File: src/hw/bitaddr_map.svh
`ifndef BITADDR_MAP_SVH
`define BITADDR_MAP_SVH

// ----------------------------------------
// register offsets (byte addresses)
// ----------------------------------------
`define RBA_CMD_OFF 8'h00
`define RBA_TEMP_OFF 8'h04
`define RBA_CFG_OFF 8'h08
`define RBA_STAT_OFF 8'h0C
`define RBA_ADDR_OFF 8'h10
`define RBA_ACCLO_OFF 8'h14
`define RBA_ACCHI_OFF 8'h18
`define RBA_PTR_BASE 8'h20
`define RBA_BSA_BASE 8'h40
`define RBA_BANK_MASK 8'hE0

// ----------------------------------------
// instruction word fields
// ----------------------------------------
`define RBA_OP_BIT 0
`define RBA_FORM_LSB 1
`define RBA_PTR_LSB 3
`define RBA_PAR_BIT 6

// ----------------------------------------
// status fields
// ----------------------------------------
`define RBA_TC1_BIT 0
`define RBA_TC2_BIT 1
`define RBA_REFUSED_BIT 2
`define RBA_EXTWAIT_BIT 3

// ----------------------------------------
// sizes and reset values
// ----------------------------------------
`define RBA_ACC_BITS 40
`define RBA_PTR_RST 23'h000000
`define RBA_BSA_RST 16'h0000
`define RBA_T1_RST 16'h0000
`define RBA_ACC_RST 40'h0000000000

`endif

File: src/hw/bitaddr_pkg.sv
package bitaddr_pkg;

  typedef enum logic [2:0] {
    st_idle = 3'b001,
    st_ext = 3'b010,
    st_exec = 3'b100
  } seq_e;

  typedef enum logic [1:0] {
    form_post_inc = 2'h0,
    form_post_dec = 2'h1,
    form_idx_reg = 2'h2,
    form_idx_const = 2'h3
  } form_e;

  typedef enum logic {
    bit_clear_op = 1'b0,
    bit_pair_test_op = 1'b1
  } bitop_e;

  typedef struct packed {
    logic par;
    logic [2:0] ptr;
    form_e form;
    bitop_e op;
  } instr_s;

  typedef struct packed {
    logic [22:0] addr;
    logic [22:0] next_ptr;
    logic write_ptr;
  } addr_res_s;

  typedef struct packed {
    seq_e seq;
    instr_s instr;
    logic [15:0] k16;
    logic [7:0][22:0] ptr;
    logic [7:0][15:0] bsa;
    logic [7:0] circ;
    logic [15:0] t1;
    logic [39:0] acc;
    logic tc1;
    logic tc2;
    logic refused;
    logic [22:0] last_addr;
    logic [31:0] prdata;
    logic pready;
    logic pslverr;
  } state_s;

endpackage

File: src/hw/bit_addr_unit.sv
`timescale 1ns/1ps
`include "bitaddr_map.svh"

module bit_addr_unit
  import bitaddr_pkg::*;
(
  input wire logic [22:0] extended_aux_pointer,
  input wire logic [15:0] buffer_start_reg,
  input wire logic circular,
  input wire logic [15:0] temp_offset_reg,
  input wire logic [15:0] signed_offset_const,
  input wire form_e form,
  output addr_res_s res
);

  function automatic logic [22:0] sext16(input logic [15:0] v);
    sext16 = {{7{v[15]}}, v};
  endfunction

  logic [22:0] base;

  always_comb begin
    // buffer start joins only for a circular pointer
    base = circular ? extended_aux_pointer + sext16(buffer_start_reg) : extended_aux_pointer;
    res.addr = base;
    res.next_ptr = extended_aux_pointer;
    res.write_ptr = 1'b0;
    unique case (form)
      form_post_inc: begin
        res.next_ptr = extended_aux_pointer + sext16(temp_offset_reg);
        res.write_ptr = 1'b1;
      end
      form_post_dec: begin
        res.next_ptr = extended_aux_pointer - sext16(temp_offset_reg);
        res.write_ptr = 1'b1;
      end
      form_idx_reg: begin
        res.addr = base + sext16(temp_offset_reg);
      end
      form_idx_const: begin
        res.addr = base + sext16(signed_offset_const);
      end
    endcase
  end

endmodule // bit_addr_unit

File: src/hw/register_bit_address_generator.sv
// Behaviour
// - post-increment: use pointer, then add offset
// - post-decrement: use pointer, then subtract offset
// - register index: pointer plus offset, unchanged
// - constant index: pointer plus sign-extended constant, pointer unchanged
// - constant taken from following extension word
// - constant form never runs in parallel
// - pair test: addressed bit to flag one
// - pair test: next bit to flag two
// - clear: zero only the addressed bit
// - address is pointer plus optional buffer start
// - buffer start sign-extended when circular
`timescale 1ns/1ps
`include "bitaddr_map.svh"

module register_bit_address_generator
  import bitaddr_pkg::*;
(
  input wire logic pclk,
  input wire logic presetn,
  input wire logic psel,
  input wire logic penable,
  input wire logic pwrite,
  input wire logic [7:0] paddr,
  input wire logic [31:0] pwdata,
  output logic [31:0] prdata,
  output logic pready,
  output logic pslverr,
  output logic test_flag_one,
  output logic test_flag_two,
  output logic [39:0] accumulator_two
);

  // ----------------------------------------
  // helpers
  // ----------------------------------------
  function automatic logic is_mapped(input logic [7:0] a);
    logic hit;
    hit = 1'b0;
    if ((a & `RBA_BANK_MASK) == `RBA_PTR_BASE) begin
      hit = (a[1:0] == 2'b00);
    end else if ((a & `RBA_BANK_MASK) == `RBA_BSA_BASE) begin
      hit = (a[1:0] == 2'b00);
    end else begin
      hit = (a == `RBA_CMD_OFF) || (a == `RBA_TEMP_OFF) || (a == `RBA_CFG_OFF) ||
            (a == `RBA_STAT_OFF) || (a == `RBA_ADDR_OFF) || (a == `RBA_ACCLO_OFF) ||
            (a == `RBA_ACCHI_OFF);
    end
    is_mapped = hit;
  endfunction

  function automatic logic [2:0] bank_slot(input logic [7:0] a);
    bank_slot = a[4:2];
  endfunction

  // reads beyond the accumulator width give zero
  function automatic logic acc_bit(input logic [39:0] acc, input logic [5:0] pos);
    logic b;
    b = 1'b0;
    if (pos < 6'(`RBA_ACC_BITS)) begin
      b = acc[pos];
    end
    acc_bit = b;
  endfunction

  // ----------------------------------------
  // state
  // ----------------------------------------
  state_s s_q;
  state_s s_d;
  addr_res_s res;
  logic [5:0] pos;
  logic [5:0] pos_next;
  logic setup;
  logic access;
  logic [31:0] rd;
  instr_s new_instr;

  bit_addr_unit u_calc (
    .extended_aux_pointer(s_q.ptr[s_q.instr.ptr]),
    .buffer_start_reg(s_q.bsa[s_q.instr.ptr]),
    .circular(s_q.circ[s_q.instr.ptr]),
    .temp_offset_reg(s_q.t1),
    .signed_offset_const(s_q.k16),
    .form(s_q.instr.form),
    .res(res)
  );

  // ----------------------------------------
  // next state
  // ----------------------------------------
  always_comb begin
    s_d = s_q;
    setup = psel & ~penable;
    access = psel & penable & s_q.pready;
    pos = res.addr[5:0];
    pos_next = 6'(res.addr[5:0] + 6'h01);
    new_instr = instr_s'(pwdata[6:0]);
    rd = 32'h00000000;

    // zero-wait slave: ready in the first access cycle
    s_d.pready = setup;
    s_d.pslverr = setup & ~is_mapped(paddr);

    if (setup) begin
      if ((paddr & `RBA_BANK_MASK) == `RBA_PTR_BASE) begin
        rd = {9'h000, s_q.ptr[bank_slot(paddr)]};
      end else if ((paddr & `RBA_BANK_MASK) == `RBA_BSA_BASE) begin
        rd = {16'h0000, s_q.bsa[bank_slot(paddr)]};
      end else begin
        unique case (paddr)
          `RBA_CMD_OFF: rd = {25'h0000000, s_q.instr};
          `RBA_TEMP_OFF: rd = {16'h0000, s_q.t1};
          `RBA_CFG_OFF: rd = {24'h000000, s_q.circ};
          `RBA_STAT_OFF: begin
            rd[`RBA_TC1_BIT] = s_q.tc1;
            rd[`RBA_TC2_BIT] = s_q.tc2;
            rd[`RBA_REFUSED_BIT] = s_q.refused;
            rd[`RBA_EXTWAIT_BIT] = (s_q.seq == st_ext);
          end
          `RBA_ADDR_OFF: rd = {9'h000, s_q.last_addr};
          `RBA_ACCLO_OFF: rd = s_q.acc[31:0];
          `RBA_ACCHI_OFF: rd = {24'h000000, s_q.acc[39:32]};
          default: rd = 32'h00000000;
        endcase
      end
      s_d.prdata = rd;
    end

    if (access && pwrite) begin
      if ((paddr & `RBA_BANK_MASK) == `RBA_PTR_BASE) begin
        s_d.ptr[bank_slot(paddr)] = pwdata[22:0];
      end else if ((paddr & `RBA_BANK_MASK) == `RBA_BSA_BASE) begin
        s_d.bsa[bank_slot(paddr)] = pwdata[15:0];
      end else begin
        unique case (paddr)
          `RBA_CMD_OFF: begin
            if (s_q.seq == st_ext) begin
              // word after a constant-form instruction is its offset
              s_d.k16 = pwdata[15:0];
              s_d.seq = st_exec;
            end else if (s_q.seq == st_idle) begin
              if (new_instr.form == form_idx_const && new_instr.par) begin
                // constant form cannot share the slot with another instruction
                s_d.refused = 1'b1;
              end else begin
                s_d.instr = new_instr;
                s_d.seq = (new_instr.form == form_idx_const) ? st_ext : st_exec;
              end
            end
          end
          `RBA_TEMP_OFF: s_d.t1 = pwdata[15:0];
          `RBA_CFG_OFF: s_d.circ = pwdata[7:0];
          `RBA_STAT_OFF: begin
            if (pwdata[`RBA_REFUSED_BIT]) begin
              s_d.refused = 1'b0;
            end
          end
          `RBA_ACCLO_OFF: s_d.acc[31:0] = pwdata;
          `RBA_ACCHI_OFF: s_d.acc[39:32] = pwdata[7:0];
          default: begin
          end
        endcase
      end
    end

    // one execute cycle; the next bus write is at least two edges away
    if (s_q.seq == st_exec) begin
      s_d.seq = st_idle;
      s_d.last_addr = res.addr;
      if (res.write_ptr) begin
        s_d.ptr[s_q.instr.ptr] = res.next_ptr;
      end
      if (s_q.instr.op == bit_pair_test_op) begin
        s_d.tc1 = acc_bit(s_q.acc, pos);
        s_d.tc2 = acc_bit(s_q.acc, pos_next);
      end else if (pos < 6'(`RBA_ACC_BITS)) begin
        s_d.acc[pos] = 1'b0;
      end
    end
  end

  // ----------------------------------------
  // registers
  // ----------------------------------------
  always_ff @(posedge pclk or negedge presetn) begin
    if (!presetn) begin
      s_q.seq <= st_idle;
      s_q.instr <= instr_s'(7'h00);
      s_q.k16 <= 16'h0000;
      s_q.ptr <= {8{`RBA_PTR_RST}};
      s_q.bsa <= {8{`RBA_BSA_RST}};
      s_q.circ <= 8'h00;
      s_q.t1 <= `RBA_T1_RST;
      s_q.acc <= `RBA_ACC_RST;
      s_q.tc1 <= 1'b0;
      s_q.tc2 <= 1'b0;
      s_q.refused <= 1'b0;
      s_q.last_addr <= 23'h000000;
      s_q.prdata <= 32'h00000000;
      s_q.pready <= 1'b0;
      s_q.pslverr <= 1'b0;
    end else begin
      s_q <= s_d;
    end
  end

  assign prdata = s_q.prdata;
  assign pready = s_q.pready;
  assign pslverr = s_q.pslverr;
  assign test_flag_one = s_q.tc1;
  assign test_flag_two = s_q.tc2;
  assign accumulator_two = s_q.acc;

endmodule // register_bit_address_generator

File: config.mk
export PLATFORM = sky130hd
export DESIGN_NAME = register_bit_address_generator
export DESIGN_NICKNAME = d
export VERILOG_FILES = /design/src/hw/bitaddr_pkg.sv /design/src/hw/bit_addr_unit.sv /design/src/hw/register_bit_address_generator.sv
export VERILOG_INCLUDE_DIRS = /design/src /design/src/hw
export SDC_FILE = /design/constraint.sdc
export NUM_CORES = 1
export LEC_CHECK = 0
export BUFFER_PORTS_ARGS = -buffer_cell sky130_fd_sc_hd__buf_2
export CAP_MARGIN = 5
export CORE_ASPECT_RATIO = 1.75
export CORE_MARGIN = 2
export CORE_UTILIZATION = 54
export CTS_CLUSTER_DIAMETER = 50
export DETAILED_ROUTE_END_ITERATION = 10
export PLACE_DENSITY = 0.71
export SLEW_MARGIN = 20
export SYNTH_ARGS = -nofsm -noshare
export SYNTH_HDL_FRONTEND = slang
export SYNTH_HIERARCHICAL = 1
export SYNTH_SLANG_ARGS = --single-unit
File: constraint.sdc
create_clock -name pclk -period 8.2 [get_ports pclk]
set_input_delay 1.64 -clock pclk [delete_from_list [all_inputs] [get_ports pclk]]
set_output_delay 1.64 -clock pclk [all_outputs]
set_load 0.02 [all_outputs]
### Yosys cells after proc, flatten, opt, wreduce, memory -nomap -nowiden

Cells that the tools add are included.

* input port bits: 45
* bits in latches: 0
* output and inout port bits: 76
* memory bits (writable): 0
* word-level logic and storage cells: 173
* ROM bits: 0
* register bits after elaboration: 462
* memories: 0

* shift operators: 0
* multipliers: 0
* magnitude comparators: 9
* add/subtract/negate cells: 6
* reductions and logical operators: 26
* eq/ne operators: 22
* muxes and demuxes: 66
* div/mod/pow operators: 0
* bitwise gates (word level): 12

Operators with widths (number)
* 184-bit two-way mux: 3
* 402-bit two-way mux: 1
* 184-bit bitwise mux: 2
* 192-bit two-way mux: 1
* 28-bit case mux with 6 select lines: 1
* 23-bit binary-select mux with 3-bit select: 2
* 23-bit demux with 3-bit select: 2
* 128-bit bitwise mux: 1
* 128-bit two-way mux: 1
* 23-bit two-way mux: 5
* 16-bit binary-select mux with 3-bit select: 2
* 32-bit two-way mux: 3
* 23-bit adder: 4
* 16-bit two-way mux: 5
* 40-bit two-way mux: 2
* 26-bit two-way mux: 3
* 64-bit two-way mux: 1
* 16-bit demux with 3-bit select: 1
* 24-bit case mux with 2 select lines: 1
* 23-bit case mux with 2 select lines: 1
* 42-bit two-way mux: 1
* 40-bit AND: 1
* 40-bit NOT: 1
* 4-bit case mux with 7 select lines: 1
* 43 further kinds: 95

### Longest topological paths before layout

* depth after elaboration: 15
* mapped depth: 27
* gate-level depth less buffers: 24

### Cells and area by module

Netlist, hierarchy kept.

By module, submodules not included
* register_bit_address_generator: cells each 2231, times used 1, sequential area each 11562.3 sq um, area each 26231.4 sq um
* bit_addr_unit: cells each 646, times used 1, sequential area each 0.0 sq um, area each 4564.4 sq um

### Worst setup path after synthesis

Ideal clock, no wire load.

* kind: register to register
* start point: reg s_q[455] (netlist name)
* end point: reg s_q[56] (netlist name)
* buffers on the path: 4
* clock period less this slack: 5.724 ns
* slack: 2.476 ns
* data required time: 8.083 ns
* stages on the path, launching flop included: 25
* arrival time: 5.608 ns
* setup time: 0.117 ns
* path through: dfrtp_1 -> clkbuf_1 -> clkbuf_1 -> buf_1 -> mux4_2 -> mux2_2 -> ha_1 -> clkbuf_1 -> a21o_1 -> a21oi_1 -> o2111ai_1 -> o21ai_1 -> o21bai_1 -> xor2_1 -> mux2_2 -> ha_1 -> a211o_1 -> or3_1 -> o211ai_1 -> o21ai_0 -> o2111a_1 -> a311oi_1 -> xnor2_1 -> nand2_1 -> nand2_1

RTL lines
* from (decl): RTL line register_bit_address_generator.sv:69 `state_s s_q;`

==> results.json <==
{
  "place.port_buffers": 120,
  "synth_top_area_frac": 0.375,
  "wirelength_um": 105000,
  "status": "finished, violations left",
  "max_stage_delay_ns": 1.05,
  "critPathMaxFanout": 43,
  "worstPathRequired_ns": 8.74,
  "ant_nets": 0,
  "core_mm2": 0.0563,
  "synth_area_per_cell_um2": 10.7,
  "rows": 115,
  "period_share": 0.827,
  "finalNetCount": 2912,
  "finalPower_w": 0.00517,
  "ios": 121,
  "syn_inst": 2877,
  "holdCritPathClass": "reg2reg",
  "cp_top_family": "compound AO/OA/AOI/OAI gates",
  "grt_util_all_layers": 0.358,
  "syn_area_mm2": 0.0308,
  "clock_path_buffers": 3,
  "start_kind": "flip-flop",
  "yosysSeqAreaShare": 0.375,
  "firstDrtPassIters": 6,
  "clk_pin_slew_ns": 0.06,
  "finClkSkew_ns": 0.0546,
  "critical_path_depth": 21,
  "cts_root_buf": "clkbuf_16",
  "power_leakage_nw": 13.8,
  "grt_pass1_wl_um": 155000,
  "fin_setup_tns_ns": 0,
  "cts_buffers": 47,
  "path_cells": "buf_4, mux4_2, mux2_2, ha_1, a21o_1, a21oi_1, o2111ai_1, o21ai_1, o21bai_1, xor2_1, mux2_2, ha_1, a211o_1, or3_1, o211ai_1, o21ai_0, o2111a_1, a311oi_1, xnor2_1, nand2_1, nand2_1",
  "synthFlopType": "dfrtp_1",
  "syn2layout_area_growth_pct": 7.19,
  "finalNonFillerCells": 3593,
  "synth.distinct_cells": 87,
  "clock_latency_ns": 0.65,
  "wire_per_inst_um": 29.2,
  "postCtsHoldBufs": 0,
  "viasPerCell": 6.81,
  "r2r_start": "s_q[455]",
  "crit_type": "reg2reg",
  "yosys.area.top_type": "dfrtp_1",
  "synth_area_leaders": "dfrtp_1 (37%), mux4_2 (13%), mux2_2 (9.1%)",
  "grt_pass1_vias": 24600,
  "drv_cap": 1,
  "crit_end": "s_q[56]",
  "drc": 0,
  "whs_path_depth": 2,
  "pre_cts_ws_ns": 1.49,
  "antenna_found_initial": 5,
  "vias": 24500,
  "cts_tree": "done",
  "cts.sinks": 462,
  "drt-initial-drc-count": 2387,
  "initial_core_util": 0.547,
  "slowest_stage": "dfrtp_4",
  "die_x_um": 185,
  "period_needed_ns": 6.78,
  "r2r_cells": 21,
  "worst_slack_ns": 1.42,
  "hpwlAfterDp_um": 70300,
  "slew_headroom": -0.00701,
  "place_inst": 3504,
  "critPathArrivalTime_ns": 7.32,
  "die_h_um": 320,
  "setup_viol": 0,
  "ys_async_sr_fraction": 1.00,
  "crit_path_end_kind": "flip-flop",
  "drive_gt1_frac": 0.261,
  "cts_setup_buffers": 0,
  "slew_violations": 1,
  "max_freq_ghz": 0.148,
  "syn_nets": 2996,
  "hold_violations": 0,
  "rsz0062_at_grt": "false",
  "worst_pin_slew_ns": 1.47,
  "synth.ff_latch_count": 462,
  "cts_resized": 0,
  "ir_worst_vdd_mv": 0.167,
  "gr-total-overflow": 0,
  "pwr_density_cell_mw_per_mm2": 157,
  "violations": "capacitance limit, slew limit",
  "yosysWarnings": 6,
  "r2r-end": "s_q[56]",
  "die_area_mm2": 0.0590,
  "cp_num_buf_inv": 1,
  "crit_start": "s_q[455]",
  "htreeDepth": 2,
  "design_area_mm2": 0.0330,
  "place.gp.congestion": 1.00,
  "regToRegSetupSlack_ns": 1.42,
  "grt_start_max_net_pins": 152,
  "post_dp_cell_area_mm2": 0.0313,
  "synth_edf_count": 0
}
through the flow:
step           utilization  hold WS [ns]
6_report             0.587         0.466
5_1_grt              0.587         0.499
4_1_cts              0.586         0.469
3_5_place_dp         0.557         0.454
3_3_place_gp         0.556         0.445
2_1_floorplan            -         0.440
cell usage after synthesis (32+ instances only):
cell      instances
clkbuf_1        127
o21ai_0         174
inv_1            32
buf_2            67
mux2i_1         267
nor2_1           84
nand2_1         403
xnor2_1          42
nand3_1          39
mux4_2          175
mux2_2          249
buf_4            73
ha_1             71
a21oi_1         115
dfrtp_1         461
o21ai_1          84
cells in the final DEF (no fill, tap or decap), types with 42 or more instances in the layout:
| cell type | netlist | final |
|---|---|---|
| nor2_1 | 84 | 81 |
| a21oi_1 | 115 | 114 |
| mux2_2 | 249 | 249 |
| buf_4 | 73 | 58 |
| xnor2_1 | 42 | 42 |
| buf_2 | 67 | 117 |
| dfrtp_1 | 461 | 457 |
| ha_1 | 71 | 71 |
| clkbuf_16 | 0 | 47 |
| mux2i_1 | 267 | 267 |
| o21ai_1 | 84 | 85 |
| mux4_2 | 175 | 175 |
| o21ai_0 | 174 | 173 |
| nand2_1 | 403 | 401 |
layer usage:
layer,vias to the layer above,GRT usage,routed length (µm)
met4,4,0.294,10000
met5,-,0,26
met2,1441,0.574,49400
met1,12200,0.405,36000
met3,503,0.0802,9250
li1,10300,-,-
final cells by class:
type,count,area [µm²]
diodes,2,5.00
clock buffers,68,1390
clock inverters,19,287
fillers,4575,23300
inverters,35,131
multi-input cells,2067,17600
flip-flops and latches,462,11600
well taps,760,951
repair buffers,180,1110
power by group:
| part | total, W | leakage, nW | internal, W | switching (W) |
|---|---|---|---|---|
| logic | 0.000496 | 7.50 | 0.000162 | 0.000334 |
| clock network | 0.00233 | 0.808 | 0.00132 | 0.00101 |
| registers | 0.00234 | 5.45 | 0.00231 | 0.0000270 |
cell families after synthesis:
family,synth area share
adder cells (fa/ha/maj),0.0308
buffers and inverters,0.0581
multiplexers,0.307
AO/OA/AOI/OAI,0.111
flip-flops,0.375
XOR/XNOR,0.0191
AND/OR/NAND/NOR,0.0981
worst min-delay path by stage:
| stage | start | to | slack (ns) |
|---|---|---|---|
| floorplan | prdata[23] | prdata[23] | 0.44 |
| detailed placement | prdata[25] | prdata[25] | 0.45 |
| global placement | prdata[31] | prdata[31] | 0.44 |
| CTS | prdata[25] | prdata[25] | 0.47 |
| global route | prdata[31] | prdata[31] | 0.50 |
| finish | prdata[25] | prdata[25] | 0.47 |
worst reg2reg max path, cell delays in order (launching register included):
cell and delay, ns:
dfrtp_4 1.05, buf_4 0.63, mux4_2 0.57, mux2_2 0.28
ha_1 0.37, a21o_1 0.20, a21oi_1 0.34, o2111ai_1 0.17
o21ai_1 0.40, o21bai_1 0.16, xor2_1 0.15, mux2_2 0.29
ha_1 0.36, a211o_1 0.30, or3_1 0.30, o211ai_1 0.17
o21ai_0 0.15, o2111a_1 0.26, a311oi_1 0.26, xnor2_1 0.16
nand2_1 0.07, nand2_1 0.08
No activity file was read; power rests on OpenSTA's default activity.
